File: src/include/retimer_channel_consts.vh
// Offsets, fields, reset values and steps of the channel control slice
`ifndef RETIMER_CHANNEL_CONSTS_VH
`define RETIMER_CHANNEL_CONSTS_VH
`define ADDR_CHANNEL_SELECT 8'hff
`define ADDR_OVERRIDE_ENABLES 8'h09
`define ADDR_RECOVERY_RESET_OVERRIDE 8'h0a
`define ADDR_CAP_START_GROUP_B 8'h0b
`define ADDR_LOCK_QUALIFY_CONTROL 8'h0c
`define ADDR_PATTERN_SHIFT_CONTROL 8'h0d
`define ADDR_RESERVED_CFG_E 8'h0e
`define ADDR_RESERVED_CFG_F 8'h0f
`define ADDR_RESERVED_CFG_10 8'h10
`define ADDR_EYE_MONITOR_TAP_POLARITY 8'h11
`define ADDR_FIRST_TAP_CONTROL 8'h12
`define ADDR_OFFSET_BOOST_MODE 8'h13
`define ADDR_SIGNAL_DETECT_CONTROL 8'h14
`define RST_OVERRIDE_ENABLES 8'h00
`define RST_RECOVERY_RESET_OVERRIDE 8'h10
`define RST_CAP_START_GROUP_B 8'h0f
`define RST_LOCK_QUALIFY_CONTROL 8'h08
`define RST_PATTERN_SHIFT_CONTROL 8'h00
`define RST_RESERVED_CFG_E 8'h93
`define RST_RESERVED_CFG_F 8'h69
`define RST_RESERVED_CFG_10 8'h3a
`define RST_EYE_MONITOR_TAP_POLARITY 8'h20
`define RST_FIRST_TAP_CONTROL 8'ha0
`define RST_OFFSET_BOOST_MODE 8'h90
`define RST_SIGNAL_DETECT_CONTROL 8'h00
`define RST_CHANNEL_SELECT 8'h00
`define BIT_OUTPUT_MUX_OVERRIDE 5
`define BIT_DIVIDER_OVERRIDE 2
`define BIT_RECOVERY_RESET_OVERRIDE_EN 3
`define BIT_RECOVERY_RESET_VALUE 2
`define BIT_SINGLE_BIT_TRANSITION_CHECK 3
`define BIT_PATTERN_SHIFT_ENABLE 5
`define BIT_EYE_MONITOR_POWER_DOWN 5
`define BIT_TAP1_POLARITY 7
`define BIT_NEGATIVE_GM 5
`define BIT_DC_OFFSET_ENABLE 4
`define BIT_BOOST_LIMIT 2
`define BIT_WAVELENGTH_MODE 1
`define BIT_FORCE_DETECT_ON 7
`define BIT_FORCE_DETECT_OFF 6
`define EYE_STEP_UV_PER_CODE 16'd3125
`endif

File: src/verilog/signal_detect_resolve.v
// Signal-detect force and threshold resolution for one channel
`include "retimer_channel_consts.vh"
module signal_detect_resolve
(
	input wire [7:0] control,
	input wire raw_detect,
	output wire detect,
	output wire [1:0] assert_level,
	output wire [1:0] deassert_level
);
	// Force-off wins when both forces are set
	assign detect = control[`BIT_FORCE_DETECT_OFF] ? 1'b0 :
		(control[`BIT_FORCE_DETECT_ON] ? 1'b1 : raw_detect);
	assign assert_level = control[5:4];
	assign deassert_level = control[3:2];
endmodule // signal_detect_resolve

File: src/verilog/retimer_channel_control_regs.v
// Per-channel control register slice of a two-channel retimer
// Functional notes
// - Accesses go to the set chosen by channel select; choice holds until rewritten.
// - Output mux override bit picks manual mux field, else automatic selection.
// - Divider override bit applies manual VCO divider ratio, else automatic.
// - Recovery reset override enable drives reset from the override value bit.
// - Override value bit gives the recovery reset level; resets to zero.
// - Second search group starting capacitor code in five bits, reset 0x0f.
// - Single-bit-transition lock qualification enable, resets to one.
// - Two-bit eye monitor step: 3.125 mV per code step, from 3.125 mV.
// - Eye monitor power-down bit, resets to one.
// - Tap 2 to 5 polarities apply only under manual tap override.
// - Tap 1 polarity and weight apply under manual override; reset 0xa0.
// - Negative transconductance select for feedback equaliser, resets to one.
// - DC offset loop enable resets to one; wavelength-division mode bit.
// - Extra limiting bit of fourth boost stage, resets to zero.
// - Force-on reports signal detect asserted whatever the input, unless force-off is also set.
// - Force-off reports signal detect deasserted whatever the input.
// - Assert and deassert threshold fields, both reset to zero.
`include "retimer_channel_consts.vh"
module retimer_channel_control_regs
#(
	parameter CHANNELS = 2,
	parameter REGS = 12
)
(
	input wire sys_clk,
	input wire reset_n,
	input wire [7:0] reg_addr,
	input wire [7:0] reg_wdata,
	input wire reg_write,
	input wire reg_read,
	output reg [7:0] reg_rdata,
	output reg reg_rvalid,
	input wire [CHANNELS*2-1:0] auto_output_mux,
	input wire [CHANNELS*3-1:0] auto_divider,
	input wire [CHANNELS-1:0] internal_recovery_reset,
	input wire [CHANNELS-1:0] manual_tap_override,
	input wire [CHANNELS-1:0] raw_signal_detect,
	input wire [CHANNELS*3-1:0] manual_output_mux,
	input wire [CHANNELS*3-1:0] manual_divider,
	output wire [CHANNELS*3-1:0] output_mux_select,
	output wire [CHANNELS*3-1:0] divider_select,
	output wire [CHANNELS-1:0] recovery_reset,
	output wire [CHANNELS*5-1:0] cap_start_code,
	output wire [CHANNELS-1:0] single_bit_transition_check,
	output wire [CHANNELS-1:0] pattern_shift_enable,
	output wire [CHANNELS*16-1:0] eye_step_uv,
	output wire [CHANNELS-1:0] eye_monitor_power_down,
	output wire [CHANNELS*5-1:0] tap_polarity,
	output wire [CHANNELS*5-1:0] tap1_weight,
	output wire [CHANNELS-1:0] tap_manual_apply,
	output wire [CHANNELS-1:0] negative_gm,
	output wire [CHANNELS-1:0] dc_offset_enable,
	output wire [CHANNELS-1:0] boost_limit,
	output wire [CHANNELS-1:0] wavelength_mode,
	output wire [CHANNELS-1:0] signal_detect,
	output wire [CHANNELS*2-1:0] detect_assert_level,
	output wire [CHANNELS*2-1:0] detect_deassert_level
);
	// ****************************************************************
	// Address decode
	// ****************************************************************
	function [4:0] reg_index;
		input [7:0] addr;
		begin
			case (addr)
				`ADDR_OVERRIDE_ENABLES: reg_index = 5'h00;
				`ADDR_RECOVERY_RESET_OVERRIDE: reg_index = 5'h01;
				`ADDR_CAP_START_GROUP_B: reg_index = 5'h02;
				`ADDR_LOCK_QUALIFY_CONTROL: reg_index = 5'h03;
				`ADDR_PATTERN_SHIFT_CONTROL: reg_index = 5'h04;
				`ADDR_RESERVED_CFG_E: reg_index = 5'h05;
				`ADDR_RESERVED_CFG_F: reg_index = 5'h06;
				`ADDR_RESERVED_CFG_10: reg_index = 5'h07;
				`ADDR_EYE_MONITOR_TAP_POLARITY: reg_index = 5'h08;
				`ADDR_FIRST_TAP_CONTROL: reg_index = 5'h09;
				`ADDR_OFFSET_BOOST_MODE: reg_index = 5'h0a;
				`ADDR_SIGNAL_DETECT_CONTROL: reg_index = 5'h0b;
				default: reg_index = 5'h1f;
			endcase
		end
	endfunction

	function [7:0] reset_value;
		input [4:0] idx;
		begin
			case (idx)
				5'h00: reset_value = `RST_OVERRIDE_ENABLES;
				5'h01: reset_value = `RST_RECOVERY_RESET_OVERRIDE;
				5'h02: reset_value = `RST_CAP_START_GROUP_B;
				5'h03: reset_value = `RST_LOCK_QUALIFY_CONTROL;
				5'h04: reset_value = `RST_PATTERN_SHIFT_CONTROL;
				5'h05: reset_value = `RST_RESERVED_CFG_E;
				5'h06: reset_value = `RST_RESERVED_CFG_F;
				5'h07: reset_value = `RST_RESERVED_CFG_10;
				5'h08: reset_value = `RST_EYE_MONITOR_TAP_POLARITY;
				5'h09: reset_value = `RST_FIRST_TAP_CONTROL;
				5'h0a: reset_value = `RST_OFFSET_BOOST_MODE;
				5'h0b: reset_value = `RST_SIGNAL_DETECT_CONTROL;
				default: reset_value = 8'h00;
			endcase
		end
	endfunction

	function [15:0] eye_step;
		input [1:0] code;
		begin
			case (code)
				2'b00: eye_step = `EYE_STEP_UV_PER_CODE;
				2'b01: eye_step = `EYE_STEP_UV_PER_CODE * 16'd2;
				2'b10: eye_step = `EYE_STEP_UV_PER_CODE * 16'd3;
				2'b11: eye_step = `EYE_STEP_UV_PER_CODE * 16'd4;
				default: eye_step = `EYE_STEP_UV_PER_CODE;
			endcase
		end
	endfunction

	reg [7:0] channel_select;
	reg [7:0] bank [0:CHANNELS*REGS-1];
	wire [4:0] access_index;
	wire [1:0] access_channel;
	wire select_hit;
	wire bank_hit;
	wire select_write;
	wire bank_write;

	assign access_index = reg_index(reg_addr);
	// Low bit of the select names the channel
	assign access_channel = {1'b0, channel_select[0]};
	assign select_hit = (reg_addr == `ADDR_CHANNEL_SELECT);
	assign bank_hit = (access_index != 5'h1f);
	assign select_write = reg_write && select_hit;
	assign bank_write = reg_write && bank_hit;

	// ****************************************************************
	// Channel select and register storage
	// ****************************************************************
	always @(posedge sys_clk)
	begin
		if (!reset_n)
			channel_select <= `RST_CHANNEL_SELECT;
		else if (select_write)
			channel_select <= reg_wdata;
	end

	genvar g;
	generate
		for (g = 0; g < CHANNELS*REGS; g = g + 1)
		begin : storage
			localparam [4:0] slot = g % REGS;
			always @(posedge sys_clk)
			begin
				if (!reset_n)
					bank[g] <= reset_value(slot);
				else if (bank_write && (access_channel * REGS + access_index == g))
					bank[g] <= reg_wdata;
			end
		end
	endgenerate

	// ****************************************************************
	// Read path
	// ****************************************************************
	reg [7:0] read_value;

	always @*
	begin
		read_value = 8'h00;
		if (select_hit)
			read_value = channel_select;
		else if (bank_hit)
			read_value = bank[access_channel * REGS + access_index];
	end

	always @(posedge sys_clk)
	begin
		if (!reset_n)
		begin
			reg_rdata <= 8'h00;
			reg_rvalid <= 1'b0;
		end
		else
		begin
			reg_rvalid <= reg_read;
			if (reg_read)
			begin
				reg_rdata <= read_value;
			end
		end
	end

	// ****************************************************************
	// Per-channel field decode
	// ****************************************************************
	generate
		for (g = 0; g < CHANNELS; g = g + 1)
		begin : channel
			wire [7:0] ovr;
			wire [7:0] rst_ovr;
			wire [7:0] cap;
			wire [7:0] lockq;
			wire [7:0] pat;
			wire [7:0] eye;
			wire [7:0] tap1;
			wire [7:0] obm;
			wire [7:0] sdc;
			reg [2:0] mux_choice;
			reg [2:0] divider_choice;
			reg reset_choice;
			reg [4:0] polarity_choice;
			reg [4:0] weight_choice;

			assign ovr = bank[g*REGS + 0];
			assign rst_ovr = bank[g*REGS + 1];
			assign cap = bank[g*REGS + 2];
			assign lockq = bank[g*REGS + 3];
			assign pat = bank[g*REGS + 4];
			assign eye = bank[g*REGS + 8];
			assign tap1 = bank[g*REGS + 9];
			assign obm = bank[g*REGS + 10];
			assign sdc = bank[g*REGS + 11];

			// ****************************************************************
			// Override selection
			// ****************************************************************
			always @*
			begin
				if (ovr[`BIT_OUTPUT_MUX_OVERRIDE])
					mux_choice = manual_output_mux[g*3 +: 3];
				else
					mux_choice = {1'b0, auto_output_mux[g*2 +: 2]};
			end

			always @*
			begin
				if (ovr[`BIT_DIVIDER_OVERRIDE])
					divider_choice = manual_divider[g*3 +: 3];
				else
					divider_choice = auto_divider[g*3 +: 3];
			end

			always @*
			begin
				if (rst_ovr[`BIT_RECOVERY_RESET_OVERRIDE_EN])
					reset_choice = rst_ovr[`BIT_RECOVERY_RESET_VALUE];
				else
					reset_choice = internal_recovery_reset[g];
			end

			assign output_mux_select[g*3 +: 3] = mux_choice;
			assign divider_select[g*3 +: 3] = divider_choice;
			assign recovery_reset[g] = reset_choice;

			// ****************************************************************
			// Tap gating
			// ****************************************************************
			// Bit 0 tap 1, bits 4:1 taps 2 to 5; zero unless manual
			always @*
			begin
				if (manual_tap_override[g])
				begin
					polarity_choice = {eye[0], eye[1], eye[2], eye[3], tap1[`BIT_TAP1_POLARITY]};
					weight_choice = tap1[4:0];
				end
				else
				begin
					polarity_choice = 5'h00;
					weight_choice = 5'h00;
				end
			end

			assign tap_polarity[g*5 +: 5] = polarity_choice;
			assign tap1_weight[g*5 +: 5] = weight_choice;
			assign tap_manual_apply[g] = manual_tap_override[g];

			// ****************************************************************
			// Direct fields
			// ****************************************************************
			assign cap_start_code[g*5 +: 5] = cap[4:0];
			assign single_bit_transition_check[g] = lockq[`BIT_SINGLE_BIT_TRANSITION_CHECK];
			// Ordering with companion enables is up to software
			assign pattern_shift_enable[g] = pat[`BIT_PATTERN_SHIFT_ENABLE];
			// Step size in microvolts
			assign eye_step_uv[g*16 +: 16] = eye_step(eye[7:6]);
			assign eye_monitor_power_down[g] = eye[`BIT_EYE_MONITOR_POWER_DOWN];
			assign negative_gm[g] = tap1[`BIT_NEGATIVE_GM];
			assign dc_offset_enable[g] = obm[`BIT_DC_OFFSET_ENABLE];
			assign wavelength_mode[g] = obm[`BIT_WAVELENGTH_MODE];
			assign boost_limit[g] = obm[`BIT_BOOST_LIMIT];

			signal_detect_resolve detect_unit
			(
				.control(sdc),
				.raw_detect(raw_signal_detect[g]),
				.detect(signal_detect[g]),
				.assert_level(detect_assert_level[g*2 +: 2]),
				.deassert_level(detect_deassert_level[g*2 +: 2])
			);
		end
	endgenerate
endmodule // retimer_channel_control_regs

File: config.mk
export PLATFORM = sky130hd
export DESIGN_NAME = retimer_channel_control_regs
export DESIGN_NICKNAME = d
export VERILOG_FILES = /design/src/verilog/signal_detect_resolve.v /design/src/verilog/retimer_channel_control_regs.v
export VERILOG_INCLUDE_DIRS = /design/src /design/src/include
export SDC_FILE = /design/constraint.sdc
export NUM_CORES = 1
export LEC_CHECK = 0
export ABC_CLOCK_PERIOD_IN_PS = 6100
export BUFFER_PORTS_ARGS = -buffer_cell sky130_fd_sc_hd__buf_2
export CORE_ASPECT_RATIO = 1.1
export CORE_MARGIN = 3
export CORE_UTILIZATION = 25
export CTS_CLUSTER_DIAMETER = 120
export DETAILED_ROUTE_END_ITERATION = 10
export SYNTH_ARGS = -nofsm -noshare
export SYNTH_HDL_FRONTEND = slang
export SYNTH_SLANG_ARGS = --single-unit
File: constraint.sdc
create_clock -name sys_clk -period 6.1 [get_ports sys_clk]
set_input_delay 1.22 -clock sys_clk [delete_from_list [all_inputs] [get_ports sys_clk]]
set_output_delay 1.22 -clock sys_clk [all_outputs]
set_load 0.02 [all_outputs]
* After elaboration in Yosys (flattened, before gate mapping)
Memories as Yosys holds them, arrays and structs flattened. Cells that the tools add are included.
Word-level totals: ROM bits 160, output and inout bits 111, word-level logic and storage cells 208, memory bits (writable) 192, memories kept 2, latch bits 0, bits in registers 17
Memories:
- bank | depth 24, width 8, read ports 19, clocked after Yosys merged registers in 0, wr ports 24, line retimer_channel_control_regs.v:120 | reg [7:0] bank [0:CHANNELS*REGS-1];
- (name not given) | depth 32, width 5, read ports 1, clocked after Yosys merged registers in 0, wr ports 0, line retimer_channel_control_regs.v:67 | case (addr)
Operators by class: shift-type cells 0, muxes and demuxes 116, magnitude comparators 0, $mul 1, add/subtract/negate cells 1, bitwise logic cells 24, reductions and logical operators 30, divide/modulo/power cells 0, equal/unequal tests 31
Operator list (count):
- 32-bit by 4-bit equality test with 1-bit output (second input constant) | 8
- 32-bit by 5-bit equality test with 1-bit output (second input constant) | 8
- 8-bit two-way mux | 26
- 32-bit by 3-bit equality test with 1-bit output (second input constant) | 4
- 16-bit case mux with 4 select lines | 2
- 1-bit two-way mux | 79
- 32-bit by 2-bit equality test with 1-bit output (second input constant) | 2
- 32-bit by 1-bit equality test with 1-bit output (second input constant) | 1
- 32-bit logical NOT | 1
- 1-bit logical AND | 26
- 5-bit two-way mux | 5
- 1-bit bitwise OR | 24
- 3-bit two-way mux | 4
- 2-bit equality test (second input constant) | 4
- 8-bit equality test (second input constant) | 1
- 5-bit by 5-bit adder with 6-bit output | 1
- 5-bit != test (second input constant) | 1
- 2-bit by 1-bit equality test with 1-bit output (second input constant) | 2
- 2-bit logical NOT | 2
- 3-bit logical NOT | 1
- 1-bit by 2-bit multiplier with 3-bit output (second input constant) | 1

* Longest topological paths before layout
word-level depth 9, mapped depth 17, depth with buffers taken out 16

* Modules after synthesis
From an unflattened synthesis, not the netlist that was laid out.
Second synthesis, totals: cells, all modules 1116, area, all modules 11721.2 µm²
Modules (own cells, without submodules):
- retimer_channel_control_regs | area each 11641.2 µm², times used 1, cells an instance 1106
- signal_detect_resolve | area each 40.0 µm², times used 2, cells an instance 5

* Worst setup path after synthesis
Ideal clock, no wire load.
path type input -> register, start input reg_addr[5], end memory bank[17][0], enable pin, setup slack 1519 ps, data arrival time 4197 ps, stages on the path 12, required time 5716 ps, path through nor3_1 -> clkbuf_1 -> buf_1 -> o21ai_0 -> ha_1 -> a21oi_1 -> o21ai_2 -> or2_1 -> buf_2 -> nor2_1 -> nand2_1 -> o21ai_0
RTL lines:
- start: declaration | line retimer_channel_control_regs.v:29 | input wire [7:0] reg_addr,
- end: declaration | line retimer_channel_control_regs.v:120

==> results.md <==
- DP HPWL: 27110 um
- Area growth from synthesis to layout: 14.80%
- Die Y: 229.7 um
- Sum of negative setup slack: 0 ns
- Highest clock rate: 218.3 MHz
- Outcome: complete, no violations
- Worst slack, placed: 1.076 ns
- RSZ-0062 raised after global routing: no
- Distinct cells, synth: 71
- Cell breakdown of the critical path: buf_2 -> nand2b_1 -> o32ai_1 -> nand2_1 -> ha_1 -> inv_1 -> fa_1 -> and2_1 -> nand2_1 -> nor3_1 -> nand2b_1
- Crit path arrival time: 4.81 ns
- Num CTS Buffers: 22
- Worst skew pair latency: 0.52 ns
- Synth warn: 0
- Gr usage total: 15.38%
- Sequential element share of the synthesized area: 53.67%
- Clk pwr share: 41.2%
- Crit path buf inv count: 2
- Top_reg_cell synth: edfxtp_1
- DIE AREA: 48100 sq um
- Largest family of logic cells by synthesized area: simple AND/OR/NAND/NOR gates
- Sw power: 0.0008117 W
- Fillcell total: 4631
- Final setup viols: 0
- CP required: 6.33 ns
- Tcrit/Tclk final: 75.09%
- Async set-or-reset flop fraction in the synthesized netlist: 0%
- Die extent in x: 209.4 um
- Syn Inst Count: 1065
- Vias in the first global route: 8613
- Drt drc: 0
- Antenna-violating nets left: 0
- Initial antenna violation count: 1
- Initial Util: 25.45%
- Mux cell area share after synthesis: 2.563%
- Clock-pin slew on the worst setup and hold paths: 0.06 ns
- Met1 WL: 15550 um
- VDD IR max: 150.8 uV
- Core Area: 44690 sq um
- Vias: 8644
- Synthesized area: 11380 sq um
- Ports: 159
- Layout net count: 1210
- Comb pwr share: 9.9%
- XOR/XNOR share of the synthesized area: 0.2970%
- Worst-margin pin slew: 1.012 ns
- RePlAce Congestion: 0.9122
- First-pass DRT Iterations: 7
- Met3 Routed Length: 3167 um
- Most common cell in the netlist: edfxtp_1
- Post-synthesis register bit count: 209
- Post-route minimum period: 4.581 ns
- Storage element area: 6106 sq um
- Total wire length: 38220 um
- Area fraction in and, or, nand and nor cells after synthesis: 23.56%
- Synth area leaders: edfxtp_1 51%, and2_1 9.4%, buf_4 4.1%
- EDFF count, synth: 192
- GR Overflow Total: 0
- Largest net degree at the start of global routing: 49
- Top Layer Used: met5
- Post-Synth Adder-Cell Area: 2.046%
- WL met2: 18030 um
- Endpoints failing hold: 0
- H-Tree Depth: 1
- CTS Buffer Depth: 3
- Cell taking the most area after synthesis: edfxtp_1
- CP Max Fanout: 12
- Final Skew: 0.01089 ns
- Startpoint types: input pin
- WL per Instance: 21.95 um
- Antenna Cells: 0
- Most instantiated cells after synthesis: 192 x edfxtp_1, 171 x and2_1, 80 x nand2_1, 62 x buf_4, 54 x nor2_1
- Syn Area/Cell: 10.68 sq um
- Design internal power: 0.002508 W
- Setup WS post-layout: 1.519 ns
- Worst path max stage delay: 0.87 ns
- 1st-iter DRT viols: 967
- Clock sink count: 209
- Max Cap Viol: 0
- Critical path capture point type: flop
- Std cell rows: 81
- Crit-path leading delay family: simple AND/OR/NAND/NOR gates
- Hold crit path type: flop to flop
- Top-area cell type share of the netlist area: 50.68%
- Slowest CP cell: nor3_1
- Vias/cell: 4.965
- Seq pwr share: 49.0%
- Layout cell share with drive strength beyond 1: 21.90%
- CTS tree: done
- WS Path Type: input pin to flop
- Leakage: 4.642 nW
- # Post-CTS Setup Buffers: 0
- Area of the multi-input gates: 4518 sq um
- Slew Limit Fails: 0
- First-pass GRT wire length: 56100 um
- Slew headroom: 32.28%
- PostCTS Resize Cnt: 0
- Sw Share: 24.45%
- Power density over the cells: 254.2 nW/um^2
- Post-synthesis compound-gate area fraction: 10.79%
- Cts hold-fix bufs: 0
- Clock Root Buffer: clkbuf_16
- Number of port buffers: 150
-- layout by cell type, fill, tap and decap left out, types with 23 or more instances in the layout --
cell	count
nor3_1	29
nor2_1	52
nand3_1	25
o21ai_0	47
clkbuf_16	23
buf_2	150
and2_1	171
nand2b_1	38
buf_4	23
edfxtp_1	192
or3_1	24
nand2_1	80
-- metrics by stage --
| stage | power, W | utilization, % | cells | hold slack [ns] | cell area (sq um) |
|---|---|---|---|---|---|
| 6_report | 0.003320 | 29.22 | 1741 | 0.4697 | 13060 |
| 5_1_grt | 0.003421 | 29.22 | 1741 | 0.4965 | 13060 |
| 4_1_cts | 0.003340 | 29.22 | 1741 | 0.4698 | 13060 |
| 3_5_place_dp | 0.001983 | 27.61 | 1701 | 0.4625 | 12340 |
| 3_3_place_gp | 0.001980 | 27.61 | 1701 | 0.4510 | 12340 |
| 2_1_floorplan | 0.001859 | - | 1072 | 0.4408 | 11400 |
-- state kept, by name, summed over array words and instances (netlist names) --
signal          count
bank              192
channel_select      8
reg_rdata           8
reg_rvalid          1
-- per-layer routing --
layer,vias up,global-route usage [%]
met5,-,0
met4,2,5.736
met3,81,3.206
met2,443,25.40
met1,4209,19.86
li1,3909,-
-- worst paths after layout --
| path | endpoint | slack [ns] | startpoint | cells past startpoint |
|---|---|---|---|---|
| setup / recovery | bank[6][0] | 1.52 | reg_addr[4] | 11 |
| hold / removal | channel_select[5] | 0.47 | channel_select[5] | 2 |
| setup reg to reg | bank[6][0] | 2.77 | channel_select[0] | 7 |
| hold reg to reg | channel_select[5] | 0.47 | channel_select[5] | 2 |
-- power by group through the flow --
stage / logic (W) / clock network, W / registers, W
after floorplan: 0.000215 / 0 / 0.00164
after global placement: 0.000324 / 0 / 0.00166
after detailed placement: 0.000326 / 0 / 0.00166
after CTS: 0.000327 / 0.00139 / 0.00163
after global routing: 0.000350 / 0.00144 / 0.00163
final: 0.000328 / 0.00137 / 0.00163
-- tightest hold or removal path: stages (launching register included) --
cell and delay (ns):
dfxtp_1 0.31, nand2_1 0.05, a21boi_0 0.07
-- area by class of cell --
| class | instances | area share, % |
|---|---|---|
| clock buffer | 28 | 4.551 |
| clock inverter | 12 | 0.9772 |
| inverter | 17 | 0.4886 |
| multi-input combinational | 721 | 34.59 |
| sequential | 209 | 46.75 |
| tap | 581 | 5.566 |
| timing repair buffer | 173 | 7.070 |
-- cells by family (layout without fill, tap and decap cells) --
family	after synthesis	in the layout
AND/OR/NAND/NOR	478	478
flip-flops	209	209
AO/OA/AOI/OAI	187	187
buffers and inverters	142	230
multiplexers	27	27
adder cells (fa/ha/maj)	18	18
XOR/XNOR	3	3
other	1	8
Note: power is estimated with default switching activity, not from simulation.
